`src/khp_regs.vh`:
```
// Purpose: Constants for the keyboard host port command block
// Assumes: Included by every design file of the block
// Notes: Port addresses are the full 16-bit I/O decode
`ifndef KHP_REGS_VH
`define KHP_REGS_VH
`define KHP_DATA_PORT 16'h0060
`define KHP_CMD_PORT 16'h0064
`define KHP_ST_OBF 0
`define KHP_ST_IBF 1
`define KHP_ST_SYS 2
`define KHP_ST_CD 3
`define KHP_ST_KEYBD_ON_FLAG 4
`define KHP_ST_B5 5
`define KHP_ST_B6 6
`define KHP_ST_PARITY_FAULT 7
`define KHP_MD_EKI 0
`define KHP_MD_EMI 1
`define KHP_MD_SYS 2
`define KHP_MD_INH 3
`define KHP_MD_DKB 4
`define KHP_MD_KBD 5
`define KHP_MD_KCC 6
`define KHP_MODE_RST 8'h00
`define KHP_CMD_RDMODE 8'h20
`define KHP_CMD_WRMODE 8'h60
`define KHP_CMD_PWTEST 8'hA4
`define KHP_CMD_PWLOAD 8'hA5
`define KHP_CMD_PWEN 8'hA6
`define KHP_CMD_MSOFF 8'hA7
`define KHP_CMD_MSON 8'hA8
`define KHP_CMD_MSTEST 8'hA9
`define KHP_CMD_KBOFF 8'hAD
`define KHP_CMD_KBON 8'hAE
`define KHP_PW_YES 8'hFA
`define KHP_PW_NO 8'hF1
`define KHP_ERR_RX 8'hFF
`define KHP_ERR_TX 8'hFE
`define KHP_FRAME_BITS 11
`define KHP_PW_LEN 8
`define KHP_BIT_TMO 4'd11
`define KHP_TMO_NS 100000
`define KHP_TMO_CYC ((`KHP_TMO_NS * 250) / 1000)
`endif

```
`src/khp_fifo.v`:
```
// Purpose: Small FIFO for received serial bytes
// Assumes: Single clock, one write and one read port
// Notes: Flop storage indexed by pointers
`timescale 1ns/1ps
`include "khp_regs.vh"
module khp_fifo #(
  parameter WIDTH = 9,
  parameter DEPTH = 16,
  parameter AW = 4
) (
  input wire i_ref_clk,
  input wire i_rst_n,
  input wire i_in_valid,
  output wire o_in_ready,
  input wire [WIDTH-1:0] i_in_data,
  output wire o_out_valid,
  input wire i_out_ready,
  output wire [WIDTH-1:0] o_out_data
);
  reg [WIDTH-1:0] mem_reg [0:DEPTH-1];
  reg [AW-1:0] wp_reg;
  reg [AW-1:0] rp_reg;
  reg [AW:0] cnt_reg;
  wire push;
  wire pop;
  assign o_in_ready = (cnt_reg != DEPTH);
  assign o_out_valid = (cnt_reg != 0);
  assign o_out_data = mem_reg[rp_reg];
  assign push = i_in_valid && o_in_ready;
  assign pop = o_out_valid && i_out_ready;
  always @(posedge i_ref_clk)
  begin
    if (push)
      mem_reg[wp_reg] <= i_in_data;
  end
  always @(posedge i_ref_clk or negedge i_rst_n)
  begin
    if (!i_rst_n)
    begin
      wp_reg <= {AW{1'b0}};
      rp_reg <= {AW{1'b0}};
      cnt_reg <= {(AW+1){1'b0}};
    end
    else
    begin
      if (push)
        wp_reg <= wp_reg + 1'b1;
      if (pop)
        rp_reg <= rp_reg + 1'b1;
      if (push && !pop)
        cnt_reg <= cnt_reg + 1'b1;
      else if (pop && !push)
        cnt_reg <= cnt_reg - 1'b1;
    end
  end
endmodule // khp_fifo

```
`src/khp_rx.v`:
```
// Purpose: Serial frame receiver for keyboard or pointer
// Assumes: Clock and data already synchronised to i_ref_clk
// Notes: Samples data on falling edge of the serial clock
`timescale 1ns/1ps
`include "khp_regs.vh"
module khp_rx #(
  parameter TMO_CYC = `KHP_TMO_CYC
) (
  input wire i_ref_clk,
  input wire i_rst_n,
  input wire i_clk_s,
  input wire i_dat_s,
  input wire i_chk_par,
  output reg o_done,
  output reg [7:0] o_byte,
  output reg o_par_err,
  output reg o_tmo
);
  reg clk_d_reg;
  reg [3:0] cnt_reg;
  reg [9:0] sh_reg;
  reg [31:0] tmr_reg;
  wire fall;
  assign fall = clk_d_reg && !i_clk_s;
  always @(posedge i_ref_clk or negedge i_rst_n)
  begin
    if (!i_rst_n)
    begin
      clk_d_reg <= 1'b1;
      cnt_reg <= 4'h0;
      sh_reg <= 10'h000;
      tmr_reg <= 32'h0;
      o_done <= 1'b0;
      o_byte <= 8'h00;
      o_par_err <= 1'b0;
      o_tmo <= 1'b0;
    end
    else
    begin
      clk_d_reg <= i_clk_s;
      o_done <= 1'b0;
      o_tmo <= 1'b0;
      if (cnt_reg != 4'h0)
        tmr_reg <= tmr_reg + 32'h1;
      else
        tmr_reg <= 32'h0;
      if (cnt_reg != 4'h0 && tmr_reg >= TMO_CYC)
      begin
        // Stuck frame abandoned so the link recovers
        o_tmo <= 1'b1;
        cnt_reg <= 4'h0;
      end
      else if (fall)
      begin
        if (cnt_reg == 4'h0)
        begin
          if (!i_dat_s)
            cnt_reg <= 4'h1;
        end
        else if (cnt_reg == `KHP_BIT_TMO - 4'd1)
        begin
          cnt_reg <= 4'h0;
          o_done <= i_dat_s;
          o_byte <= sh_reg[8:1];
          o_par_err <= i_chk_par && !(^sh_reg[9:1]);
        end
        else
        begin
          sh_reg <= {i_dat_s, sh_reg[9:1]};
          cnt_reg <= cnt_reg + 4'h1;
        end
      end
    end
  end
endmodule // khp_rx

```
`src/khp_host_port.v`:
```
// What this block does
// - Serial frames: zero start, eight bits LSB first, odd parity, one stop.
// - Address bit 2 low selects data buffers, high selects status/command.
// - Select only on full sixteen-bit decode of the data or command port.
// - Output-full sets on controller load, clears on host data read.
// - Input-full sets on any host write, clears when controller takes it.
// - Command/data flag is one for command bytes, zero for data bytes.
// - Mode system bit drives the warm restart status bit.
// - Keyboard enabled status reads one unless keyboard disabled (mode bit 4) or inhibited.
// - Legacy mode bits 5 and 6 flag transmit and receive timeouts.
// - Keyboard parity error sets flag, loads all-ones, sets output-full, maybe irq; mouse parity error loads all-ones without the flag.
// - Mouse mode bit 5 shows mouse data in the output buffer.
// - Mouse mode transmit or keyboard receive timeout sets general flag, loads FE or FF.
// - Command 20 reads mode register, command 60 writes it.
// - Mode bit 0 enables keyboard interrupt on keyboard byte and command reply loads.
// - Mode bit 1 enables mouse interrupt on mouse data.
// - Mode bit 3 ignores the keyboard lock input in legacy mode.
// - Mode bit 4 holds keyboard clock, blocking keyboard reception.
// - Bit 5 skips keyboard parity checking; bit 6 is stored only, no scan code translation exists.
// - Commands 21-3F read, 61-7F write RAM at low five bits.
// - Password test answers FA or F1, sets output-full, maybe irq.
// - Password load takes bytes until zero or eight stored.
// - Security on discards device characters until password matches.
// - A7 sets mode bit 5 and, in PS/2 mode only, holds mouse clock; A8 clears it.
// - Mouse test reports 00 ok, 01 for clock stuck low, 03 for data stuck low.
// Purpose: Host data/command port with minimal command interpreter
// Assumes: Host I/O strobes are one-cycle pulses on i_ref_clk
// Notes: Received bytes queue in a FIFO ahead of the output buffer
`timescale 1ns/1ps
`include "khp_regs.vh"
module khp_host_port #(
  parameter TMO_CYC = `KHP_TMO_CYC,
  parameter FIFO_DEPTH = 16
) (
  input wire i_ref_clk,
  input wire i_rst_n,
  input wire [15:0] i_io_addr,
  input wire i_io_rd,
  input wire i_io_wr,
  input wire [7:0] i_io_wdata,
  output reg [7:0] o_io_rdata,
  input wire i_ps2_mode,
  input wire i_kb_lock,
  input wire i_kb_clk,
  input wire i_kb_dat,
  input wire i_ms_clk,
  input wire i_ms_dat,
  input wire i_tx_tmo,
  output reg o_kb_clock_line_oe_n,
  output reg o_pointer_clock_line_oe_n,
  output reg o_kb_irq_out,
  output reg o_pointer_irq_out
);
  reg [1:0] kc_sync_reg;
  reg [1:0] kd_sync_reg;
  reg [1:0] mc_sync_reg;
  reg [1:0] md_sync_reg;
  reg [1:0] lk_sync_reg;
  reg [1:0] ps_sync_reg;
  reg [1:0] tt_sync_reg;
  reg [7:0] out_buf_reg;
  reg [7:0] in_buf_reg;
  reg [7:0] mode_reg;
  reg out_buf_full_reg;
  reg in_buf_full_reg;
  reg cmd_flag_reg;
  reg outbuf_from_pointer_reg;
  reg tx_timeout_reg;
  reg rx_timeout_reg;
  reg general_timeout_reg;
  reg parity_fault_reg;
  reg [7:0] ram_reg [0:31];
  reg [7:0] pw_reg [0:7];
  reg [3:0] pw_cnt_reg;
  reg [3:0] pw_chk_reg;
  reg pw_set_reg;
  reg secure_reg;
  reg ms_off_reg;
  reg [2:0] state_reg;
  reg [4:0] ram_addr_reg;
  reg tt_d_reg;
  integer k;
  localparam ST_IDLE = 3'd0;
  localparam ST_WRMODE = 3'd1;
  localparam ST_WRRAM = 3'd2;
  localparam ST_PWLOAD = 3'd3;
  wire sel_data;
  wire sel_cmd;
  wire host_rd_data;
  wire host_wr;
  wire kb_done;
  wire [7:0] kb_byte;
  wire kb_parity_fault;
  wire kb_tmo;
  wire ms_done;
  wire [7:0] ms_byte;
  wire ms_parity_fault;
  wire ms_tmo;
  wire [7:0] status;
  wire kb_on;
  wire ps2;
  wire f_in_ready;
  wire f_out_valid;
  wire [8:0] f_out_data;
  wire [8:0] f_in_data;
  wire f_in_valid;
  wire f_take;
  wire tx_tmo_evt;
  assign sel_data = (i_io_addr == `KHP_DATA_PORT);
  assign sel_cmd = (i_io_addr == `KHP_CMD_PORT);
  assign host_rd_data = i_io_rd && sel_data && !i_io_addr[2];
  assign host_wr = i_io_wr && (sel_data || sel_cmd);
  assign ps2 = ps_sync_reg[1];
  assign tx_tmo_evt = tt_sync_reg[1] && !tt_d_reg;
  assign kb_on = !mode_reg[`KHP_MD_DKB] &&
    (mode_reg[`KHP_MD_INH] || ps2 || lk_sync_reg[1]);
  assign status = {parity_fault_reg,
    ps2 ? general_timeout_reg : rx_timeout_reg,
    ps2 ? outbuf_from_pointer_reg : tx_timeout_reg,
    kb_on,
    cmd_flag_reg, mode_reg[`KHP_MD_SYS],
    in_buf_full_reg, out_buf_full_reg};
  // Keyboard frames with a parity fault pass as FF
  function [8:0] dev_word;
    input is_ms;
    input [7:0] b;
    input parity_fault;
    begin
      dev_word = {is_ms, parity_fault ? `KHP_ERR_RX : b};
    end
  endfunction
  // Security and disable drop device characters before queueing
  assign f_in_valid = (kb_done && kb_on && !secure_reg) ||
    (ms_done && ps2 && !ms_off_reg && !secure_reg);
  assign f_in_data = kb_done ? dev_word(1'b0, kb_byte, kb_parity_fault) :
    dev_word(1'b1, ms_byte, ms_parity_fault);
  assign f_take = f_out_valid && !out_buf_full_reg && !in_buf_full_reg;
  khp_rx #(.TMO_CYC(TMO_CYC)) u_kb_rx (
    .i_ref_clk(i_ref_clk),
    .i_rst_n(i_rst_n),
    .i_clk_s(kc_sync_reg[1]),
    .i_dat_s(kd_sync_reg[1]),
    .i_chk_par(!mode_reg[`KHP_MD_KBD]),
    .o_done(kb_done),
    .o_byte(kb_byte),
    .o_par_err(kb_parity_fault),
    .o_tmo(kb_tmo)
  );
  khp_rx #(.TMO_CYC(TMO_CYC)) u_ms_rx (
    .i_ref_clk(i_ref_clk),
    .i_rst_n(i_rst_n),
    .i_clk_s(mc_sync_reg[1]),
    .i_dat_s(md_sync_reg[1]),
    .i_chk_par(1'b1),
    .o_done(ms_done),
    .o_byte(ms_byte),
    .o_par_err(ms_parity_fault),
    .o_tmo(ms_tmo)
  );
  khp_fifo #(.WIDTH(9), .DEPTH(FIFO_DEPTH), .AW(4)) u_fifo (
    .i_ref_clk(i_ref_clk),
    .i_rst_n(i_rst_n),
    .i_in_valid(f_in_valid),
    .o_in_ready(f_in_ready),
    .i_in_data(f_in_data),
    .o_out_valid(f_out_valid),
    .i_out_ready(f_take),
    .o_out_data(f_out_data)
  );
  always @(posedge i_ref_clk or negedge i_rst_n)
  begin
    if (!i_rst_n)
    begin
      kc_sync_reg <= 2'b11;
      kd_sync_reg <= 2'b11;
      mc_sync_reg <= 2'b11;
      md_sync_reg <= 2'b11;
      lk_sync_reg <= 2'b00;
      ps_sync_reg <= 2'b00;
      tt_sync_reg <= 2'b00;
      tt_d_reg <= 1'b0;
    end
    else
    begin
      kc_sync_reg <= {kc_sync_reg[0], i_kb_clk};
      kd_sync_reg <= {kd_sync_reg[0], i_kb_dat};
      mc_sync_reg <= {mc_sync_reg[0], i_ms_clk};
      md_sync_reg <= {md_sync_reg[0], i_ms_dat};
      lk_sync_reg <= {lk_sync_reg[0], i_kb_lock};
      ps_sync_reg <= {ps_sync_reg[0], i_ps2_mode};
      tt_sync_reg <= {tt_sync_reg[0], i_tx_tmo};
      tt_d_reg <= tt_sync_reg[1];
    end
  end
  always @(posedge i_ref_clk)
  begin
    // Only data bytes count; a command or a fresh write must not land
    if (state_reg == ST_WRRAM && in_buf_full_reg && !cmd_flag_reg &&
        !host_wr)
      ram_reg[ram_addr_reg] <= in_buf_reg;
    if (state_reg == ST_PWLOAD && in_buf_full_reg && !pw_cnt_reg[3] &&
        !cmd_flag_reg && !host_wr)
      pw_reg[pw_cnt_reg[2:0]] <= in_buf_reg;
  end
  always @(posedge i_ref_clk or negedge i_rst_n)
  begin
    if (!i_rst_n)
    begin
      out_buf_reg <= 8'h00;
      in_buf_reg <= 8'h00;
      mode_reg <= `KHP_MODE_RST;
      out_buf_full_reg <= 1'b0;
      in_buf_full_reg <= 1'b0;
      cmd_flag_reg <= 1'b0;
      outbuf_from_pointer_reg <= 1'b0;
      tx_timeout_reg <= 1'b0;
      rx_timeout_reg <= 1'b0;
      general_timeout_reg <= 1'b0;
      parity_fault_reg <= 1'b0;
      pw_cnt_reg <= 4'h0;
      pw_chk_reg <= 4'h0;
      pw_set_reg <= 1'b0;
      secure_reg <= 1'b0;
      ms_off_reg <= 1'b0;
      state_reg <= ST_IDLE;
      ram_addr_reg <= 5'h00;
      o_io_rdata <= 8'h00;
      o_kb_irq_out <= 1'b0;
      o_pointer_irq_out <= 1'b0;
      o_kb_clock_line_oe_n <= 1'b1;
      o_pointer_clock_line_oe_n <= 1'b1;
    end
    else
    begin
      o_kb_irq_out <= 1'b0;
      o_pointer_irq_out <= 1'b0;
      // Pin held while disabled; low enable means driven
      o_kb_clock_line_oe_n <= !mode_reg[`KHP_MD_DKB];
      o_pointer_clock_line_oe_n <= !(ps2 && ms_off_reg);
      if (i_io_rd && (sel_data || sel_cmd))
        o_io_rdata <= i_io_addr[2] ? status : out_buf_reg;
      if (host_rd_data)
        out_buf_full_reg <= 1'b0;
      if (kb_tmo || tx_tmo_evt)
      begin
        if (ps2)
        begin
          general_timeout_reg <= 1'b1;
          out_buf_reg <= kb_tmo ? `KHP_ERR_RX : `KHP_ERR_TX;
          out_buf_full_reg <= 1'b1;
        end
        else if (kb_tmo)
          rx_timeout_reg <= 1'b1;
        else
          tx_timeout_reg <= 1'b1;
      end
      // Password match scans keyboard bytes while secured
      if (kb_done && secure_reg)
      begin
        if (pw_reg[pw_chk_reg[2:0]] != kb_byte)
          pw_chk_reg <= 4'h0;
        else if (pw_reg[pw_chk_reg[2:0] + 3'd1] == 8'h00)
        begin
          secure_reg <= 1'b0;
          pw_chk_reg <= 4'h0;
        end
        else
          pw_chk_reg <= pw_chk_reg + 4'h1;
      end
      // Host write beats controller consume in the same cycle
      if (host_wr)
      begin
        in_buf_reg <= i_io_wdata;
        in_buf_full_reg <= 1'b1;
        cmd_flag_reg <= i_io_addr[2];
      end
      else if (in_buf_full_reg)
      begin
        in_buf_full_reg <= 1'b0;
        if (cmd_flag_reg)
        begin
          state_reg <= ST_IDLE;
          case (in_buf_reg)
            `KHP_CMD_RDMODE:
            begin
              out_buf_reg <= mode_reg;
              out_buf_full_reg <= 1'b1;
              outbuf_from_pointer_reg <= 1'b0;
              o_kb_irq_out <= mode_reg[`KHP_MD_EKI];
            end
            `KHP_CMD_WRMODE: state_reg <= ST_WRMODE;
            `KHP_CMD_PWTEST:
            begin
              out_buf_reg <= pw_set_reg ? `KHP_PW_YES : `KHP_PW_NO;
              out_buf_full_reg <= 1'b1;
              outbuf_from_pointer_reg <= 1'b0;
              o_kb_irq_out <= mode_reg[`KHP_MD_EKI];
            end
            `KHP_CMD_PWLOAD:
            begin
              state_reg <= ST_PWLOAD;
              pw_cnt_reg <= 4'h0;
              pw_set_reg <= 1'b0;
            end
            `KHP_CMD_PWEN: secure_reg <= pw_set_reg;
            `KHP_CMD_MSOFF:
            begin
              mode_reg[`KHP_MD_KBD] <= 1'b1;
              ms_off_reg <= 1'b1;
            end
            `KHP_CMD_MSON:
            begin
              mode_reg[`KHP_MD_KBD] <= 1'b0;
              ms_off_reg <= 1'b0;
            end
            `KHP_CMD_MSTEST:
            begin
              // Idle lines must float high; low means stuck
              out_buf_reg <= !mc_sync_reg[1] ? 8'h01 :
                (!md_sync_reg[1] ? 8'h03 : 8'h00);
              out_buf_full_reg <= 1'b1;
              outbuf_from_pointer_reg <= 1'b0;
              o_kb_irq_out <= mode_reg[`KHP_MD_EKI];
            end
            `KHP_CMD_KBOFF: mode_reg[`KHP_MD_DKB] <= 1'b1;
            `KHP_CMD_KBON: mode_reg[`KHP_MD_DKB] <= 1'b0;
            default:
            begin
              if (in_buf_reg[7:5] == 3'b001)
              begin
                out_buf_reg <= ram_reg[in_buf_reg[4:0]];
                out_buf_full_reg <= 1'b1;
                outbuf_from_pointer_reg <= 1'b0;
                o_kb_irq_out <= mode_reg[`KHP_MD_EKI];
              end
              else if (in_buf_reg[7:5] == 3'b011)
              begin
                ram_addr_reg <= in_buf_reg[4:0];
                state_reg <= ST_WRRAM;
              end
            end
          endcase
        end
        else
        begin
          case (state_reg)
            ST_WRMODE: mode_reg <= in_buf_reg;
            ST_PWLOAD:
            begin
              pw_cnt_reg <= pw_cnt_reg + 4'h1;
              if (in_buf_reg == 8'h00 || pw_cnt_reg == 4'd7)
                pw_set_reg <= 1'b1;
            end
            default: ;
          endcase
          if (state_reg != ST_PWLOAD || in_buf_reg == 8'h00 ||
              pw_cnt_reg == 4'd7)
            state_reg <= ST_IDLE;
        end
      end
      else if (f_take)
      begin
        out_buf_reg <= f_out_data[7:0];
        out_buf_full_reg <= 1'b1;
        outbuf_from_pointer_reg <= f_out_data[8];
        parity_fault_reg <= !f_out_data[8] &&
          f_out_data[7:0] == `KHP_ERR_RX;
        o_kb_irq_out <= !f_out_data[8] && mode_reg[`KHP_MD_EKI];
        o_pointer_irq_out <= f_out_data[8] && ps2 &&
          mode_reg[`KHP_MD_EMI];
      end
    end
  end
endmodule // khp_host_port

```
`config.mk`:
```
export PLATFORM = sky130hd
export DESIGN_NAME = khp_host_port
export DESIGN_NICKNAME = d
export VERILOG_FILES = /design/src/khp_fifo.v /design/src/khp_rx.v /design/src/khp_host_port.v
export VERILOG_INCLUDE_DIRS = /design/src
export SDC_FILE = /design/constraint.sdc
export NUM_CORES = 1
export LEC_CHECK = 0
export BUFFER_PORTS_ARGS = -buffer_cell sky130_fd_sc_hd__buf_2
export CAP_MARGIN = 20
export CORE_MARGIN = 8
export CORE_UTILIZATION = 63
export DETAILED_ROUTE_END_ITERATION = 7
export PLACE_DENSITY = 0.8
export RECOVER_POWER = 25
export SYNTH_ARGS = -nofsm -noshare
export SYNTH_HDL_FRONTEND = slang
export SYNTH_HIERARCHICAL = 1
export SYNTH_SLANG_ARGS = --single-unit
```
`constraint.sdc`:
```
create_clock -name i_ref_clk -period 3.7 [get_ports i_ref_clk]
set_clock_uncertainty 0.15 [all_clocks]
set_input_delay 0.37 -clock i_ref_clk [delete_from_list [all_inputs] [get_ports i_ref_clk]]
set_output_delay 0.37 -clock i_ref_clk [all_outputs]
set_load 0.03 [all_outputs]
```
==> results of run 1 <==
timing repair:
item | 4_1_cts | 5_1_grt
gates resized for setup | 0 | 0
endpoints found under the hold margin | 115 | 0
hold buffers | 17 | 0
how the worst max path moves through the flow:
stage / start / endpoint / slack [ps] / cells after the start
2_1_floorplan: in_buf_reg[1] / out_buf_reg[2] / 580 / 9
3_3_place_gp: ps_sync_reg[1] / u_fifo/cnt_reg[4] / 760 / 14
3_5_place_dp: u_fifo/cnt_reg[1] / u_fifo/cnt_reg[4] / 680 / 12
4_1_cts: in_buf_reg[1] / out_buf_reg[7] / 610 / 6
5_1_grt: in_buf_reg[3] / ram_addr_reg[4] / 290 / 5
6_report: in_buf_reg[3] / ram_addr_reg[4] / 440 / 6
layer usage:
metal / share of wire, % / GRT usage (%) / wire length (um)
met2: 48 / 39.9 / 32000
met3: 9.6 / 6.06 / 6390
met5: 0.035 / 0 / 23
met4: 2.9 / 9.17 / 1930
met1: 39 / 33.9 / 26100
metrics by stage:
step,util (%),worst slack [ps]
2_1_floorplan,-,583
3_3_place_gp,66.3,760
3_5_place_dp,66.3,684
4_1_cts,71.7,607
5_1_grt,71.7,293
6_report,71.7,444
power by group:
part	total, uW	internal, uW	switching, uW	leakage, uW
Combinational	1630	741	891	0.00364
Sequential	8850	8470	374	0.00717
Clock	6860	4030	2830	0.00109
Total	17300	13200	4090	0.0119
final cells by class:
type                            count  area [um2]
Multi-Input combinational cell   1141        9110
Fill cell                        2720       12800
Tap cell                          600         751
Sequential cell                   666       19000
Clock buffer                       84        1830
Antenna cell                        1        2.50
Timing Repair Buffer              157        1140
Inverter                           34         128
Clock inverter                     40         415
layout by cell type (no fill, tap or decap), drive strengths merged, types with 36 or more instances in the layout:
master    n
dfrtp   190
o21ai    62
inv      36
edfxtp  464
a21oi    64
nand3    45
mux2     63
clkbuf   89
mux2i    87
buf     135
nand2   127
nor4     36
nor2    140
mux4     78
==> metrics.yaml, run 1 <==
cpMaxStageDelayCell: "dfrtp_1"
dr.pass1.iters: 6
status: "complete, no violations"
vias: 17843
fmax_mhz: 307
grt_antenna_before_repair: 3
rsz0062_at_grt: "no"
cp-end-kind: "register"
min-delay-start: "tt_sync_reg[0]"
p_leak_uw: 0.0119
cp_top_family: "simple AND/OR/NAND/NOR gates"
wl_per_cell_um: 24.4
ir_worst_vdd_v: 0.000413
fin_crit_sh_pct: 88.0
final_cells: 2723
via_per_inst: 6.55
drv_slew: 0
finalNetCount: 2125
power_density_mw_per_mm2: 535
largest_register_ffs: 256
max-slew-margin-rel_pct: 23.5
rr_startpoint: "in_buf_reg[3]"
grt_max_degree: 106
place_area_mm2: 0.0300
place_hpwl_um: 42800
grt_usage_pct: 25.2
post_route_cells_drive_above_1_share_pct: 19.7
avgSynthCellArea_um2: 14.9
rows: 78
dieArea_mm2: 0.0526
syn_to_final_growth_pct: 12.9
clk_pin_slew_ps: 60
cts.sinks: 666
hold_viol: 0
hold_depth: 0
first_global_vias: 18124
initial_utilization_pct: 63.5
period_needed_ps: 3260
crit_fanout: 18
cts-root-buf: "clkbuf_16"
setup_tns_ps: 0
drtIter0Drc: 2143
syn_nets: 1987
postRouteAntennaNets: 0
worstPathArrival_ps: 3580
grt_pass1_wl_um: 104000
cts_made_buffers: 68
fp.coreArea_mm2: 0.0452
worst_pin_slew_ps: 1150
maxCapViolCount: 0
hp-class: "register to register"
whs_ps: 205
path_buf_inv: 0
cp-start-kind: "register"
stdcell_area_mm2: 0.0324
die_y_um: 229
clk_latency_ps: 600
cts_setup_buffers: 0
die_w_um: 229
crit_type: "register to register"
cts_tree: "built"
regToRegSetupSlack_ps: 440
slowest_delay_ps: 800
portBuffers: 46
p_total_uw: 17300
finalSetupViolations: 0
synthCells: 1930
crit_chain: "nor2_1, and3_1, nor2_1, nand3_1, nor3_2, mux2_2"
synth_area_mm2: 0.0287
routed_wirelength_um: 66400
ys_warn_count: 6
rr_worst_depth: 6
crit-reg2reg-capture: "ram_addr_reg[4]"
routabilityCongestion: 0.986
dp_cells: 2580
path_common_cell: "nor2_1"
required_ps: 4030
pin_count: 47
gr-total-overflow: 0
clockBufferDepth: 3
htreeDepth: 3
min_to: "tt_sync_reg[1]"
drc: 0
No activity file was read; power rests on OpenSTA's default activity.
==> inputs of run 2 (changes only) <==
--- a/config.mk
+++ b/config.mk
@@ -7,12 +7,12 @@
 export NUM_CORES = 1
 export LEC_CHECK = 0
 export BUFFER_PORTS_ARGS = -buffer_cell sky130_fd_sc_hd__buf_2
-export CAP_MARGIN = 20
+export CAP_MARGIN = 10
 export CORE_MARGIN = 8
 export CORE_UTILIZATION = 63
 export DETAILED_ROUTE_END_ITERATION = 7
 export PLACE_DENSITY = 0.8
-export RECOVER_POWER = 25
+export RECOVER_POWER = 100
 export SYNTH_ARGS = -nofsm -noshare
 export SYNTH_HDL_FRONTEND = slang
 export SYNTH_HIERARCHICAL = 1
==> run 2 against run 1 <==
  * The flow now finishes with violations (capacitance limit, slew limit)
  * Global-route usage stayed put
  * Utilization shrank 0.83 points
  * Sequential cell count unchanged
  * Clock power about the same
  * Fmax down 2.3%
  * Sequential share of layout area up 0.69 points
  * Sequential power is essentially flat
  * Combinational power shrank 2%
  * Register-to-register slack got worse by 80 ps
  * Final area shrank 1.2%
==> metrics.yaml, run 2 (synthesized netlist as in run 1, its figures left out) <==
post_route_cells_drive_above_1_share_pct: 15.3
cts.sinks: 666
rows: 78
fp.coreArea_mm2: 0.0452
max-slew-margin-rel_pct: -13.1
dr.pass1.iters: 6
crit_fanout: 11
maxCapViolCount: 2
cp-start-kind: "register"
nFillCells: 2841
postRouteAntennaNets: 0
final-seq-area_mm2: 0.0190
clk_latency_ps: 610
grt_pass1_wl_um: 104000
wl_per_cell_um: 24.5
pin_count: 47
vias: 17922
hold_viol: 0
cts-root-buf: "clkbuf_16"
ir_worst_vdd_v: 0.000412
routabilityCongestion: 0.986
period_needed_ps: 3330
setup_tns_ps: 0
worstPathArrival_ps: 3710
slowest_delay_ps: 420
regToRegSetupSlack_ps: 370
hold_depth: 0
drv_slew: 27
mostFrequentLayoutCells: "edfxtp_1 (464), dfrtp_1 (188), nor2_1 (140), nand2_1 (127), clkbuf_1 (91)"
cpMaxStageDelayCell: "fa_1"
status: "complete, but fails checks"
rr_startpoint: "ps_sync_reg[1]"
portBuffers: 46
required_ps: 4070
rr_worst_depth: 14
via_per_inst: 6.58
crit_chain: "buf_4, nor3_1, nor2_1, a21oi_1, nor2_1, a21boi_2, clkbuf_1, ha_1, inv_1, fa_1, a21o_1, a21oi_1, mux2i_1, xnor2_1"
cts_tree: "built"
cp-end-kind: "register"
final_common_cell: "edfxtp_1"
die_y_um: 229
worst_pin_slew_ps: 1680
clk_pin_slew_ps: 60
whs_ps: 206
routed_wirelength_um: 66600
clockBufferDepth: 3
hp-class: "register to register"
dp_cells: 2580
crit_type: "register to register"
largest_register_ffs: 256
grt_antenna_before_repair: 3
finalSetupViolations: 0
drc: 0
grt_usage_pct: 25.2
multiInputGateArea_mm2: 0.00899
power_density_mw_per_mm2: 540
syn_to_final_growth_pct: 11.5
first_global_vias: 18124
place_hpwl_um: 42800
dpl_worst_slack_ps: 684
initial_utilization_pct: 63.5
drtIter0Drc: 2111
htreeDepth: 3
min_to: "tt_sync_reg[1]"
rsz0062_at_grt: "no"
cts_made_buffers: 68
final_cells: 2723
cts_resized: 0
crit-reg2reg-capture: "u_fifo/cnt_reg[4]"
die_w_um: 229
p_leak_uw: 0.0116
fin_ws_ps: 366
min-delay-start: "tt_sync_reg[0]"
grt_max_degree: 106
gr-total-overflow: 0
dieArea_mm2: 0.0526
violations: "capacitance limit, slew limit"
fin_crit_sh_pct: 90.1
fmax_mhz: 300
finalNetCount: 2124
run 2: layer usage:
metal | track usage [%] | part of all wire, %
met5 | 0 | 0.035
met4 | 9.17 | 3.1
met3 | 6.06 | 9.3
met2 | 39.9 | 48
met1 | 33.9 | 40
run 2: worst max-delay path, delay by kind of cell, from the launching register on:
family | cells | cell delay [ps]
multiplexers | 1 | 250
adder cells (fa/ha/maj) | 2 | 660
AND/OR/NAND/NOR | 3 | 400
AO/OA/AOI/OAI | 4 | 670
flip-flops | 1 | 340
buffers and inverters | 3 | 650
XOR/XNOR | 1 | 140
run 2: what timing repair did:
| item | in CTS | in global routing |
|---|---|---|
| hold endpoints to repair | 115 | 0 |
| hold buffers | 17 | 0 |
| setup buffers | 0 | 0 |
| setup endpoints to repair | 0 | 0 |
run 2: worst max path at each step:
stage	endpoint	cells after the start	startpoint	slack, ps
after floorplan	out_buf_reg[2]	9	in_buf_reg[1]	580
after global placement	u_fifo/cnt_reg[4]	14	ps_sync_reg[1]	760
after detailed placement	u_fifo/cnt_reg[4]	12	u_fifo/cnt_reg[1]	680
after CTS	out_buf_reg[7]	6	in_buf_reg[1]	610
after global routing	u_fifo/cnt_reg[4]	14	ps_sync_reg[1]	190
final	u_fifo/cnt_reg[4]	14	ps_sync_reg[1]	370
run 2: power breakdown:
group	internal (uW)	leakage (uW)	total [uW]	switching, uW
Combinational	706	0.00330	1590	885
Sequential	8470	0.00717	8830	359
Clock	4030	0.00109	6860	2830
run 2: layout make-up:
type                       instances  area share (%)
clock inverter                    40            1.30
multi-input combinational       1141            28.1
sequential                       666            59.4
inverter                          34           0.399
antenna                            2          0.0156
timing repair buffer             156            2.77
tap                              600            2.35
clock buffer                      84            5.70
run 2: stage by stage:
stage / power (uW) / area [um2] / utilization [%]
final: 17300 / 32000 / 70.8
after global routing: 17900 / 32000 / 70.8
after CTS: 17400 / 32400 / 71.7
after detailed placement: 10600 / 30000 / 66.3
after global placement: 10500 / 30000 / 66.3
after floorplan: 10100 / 28700 / -
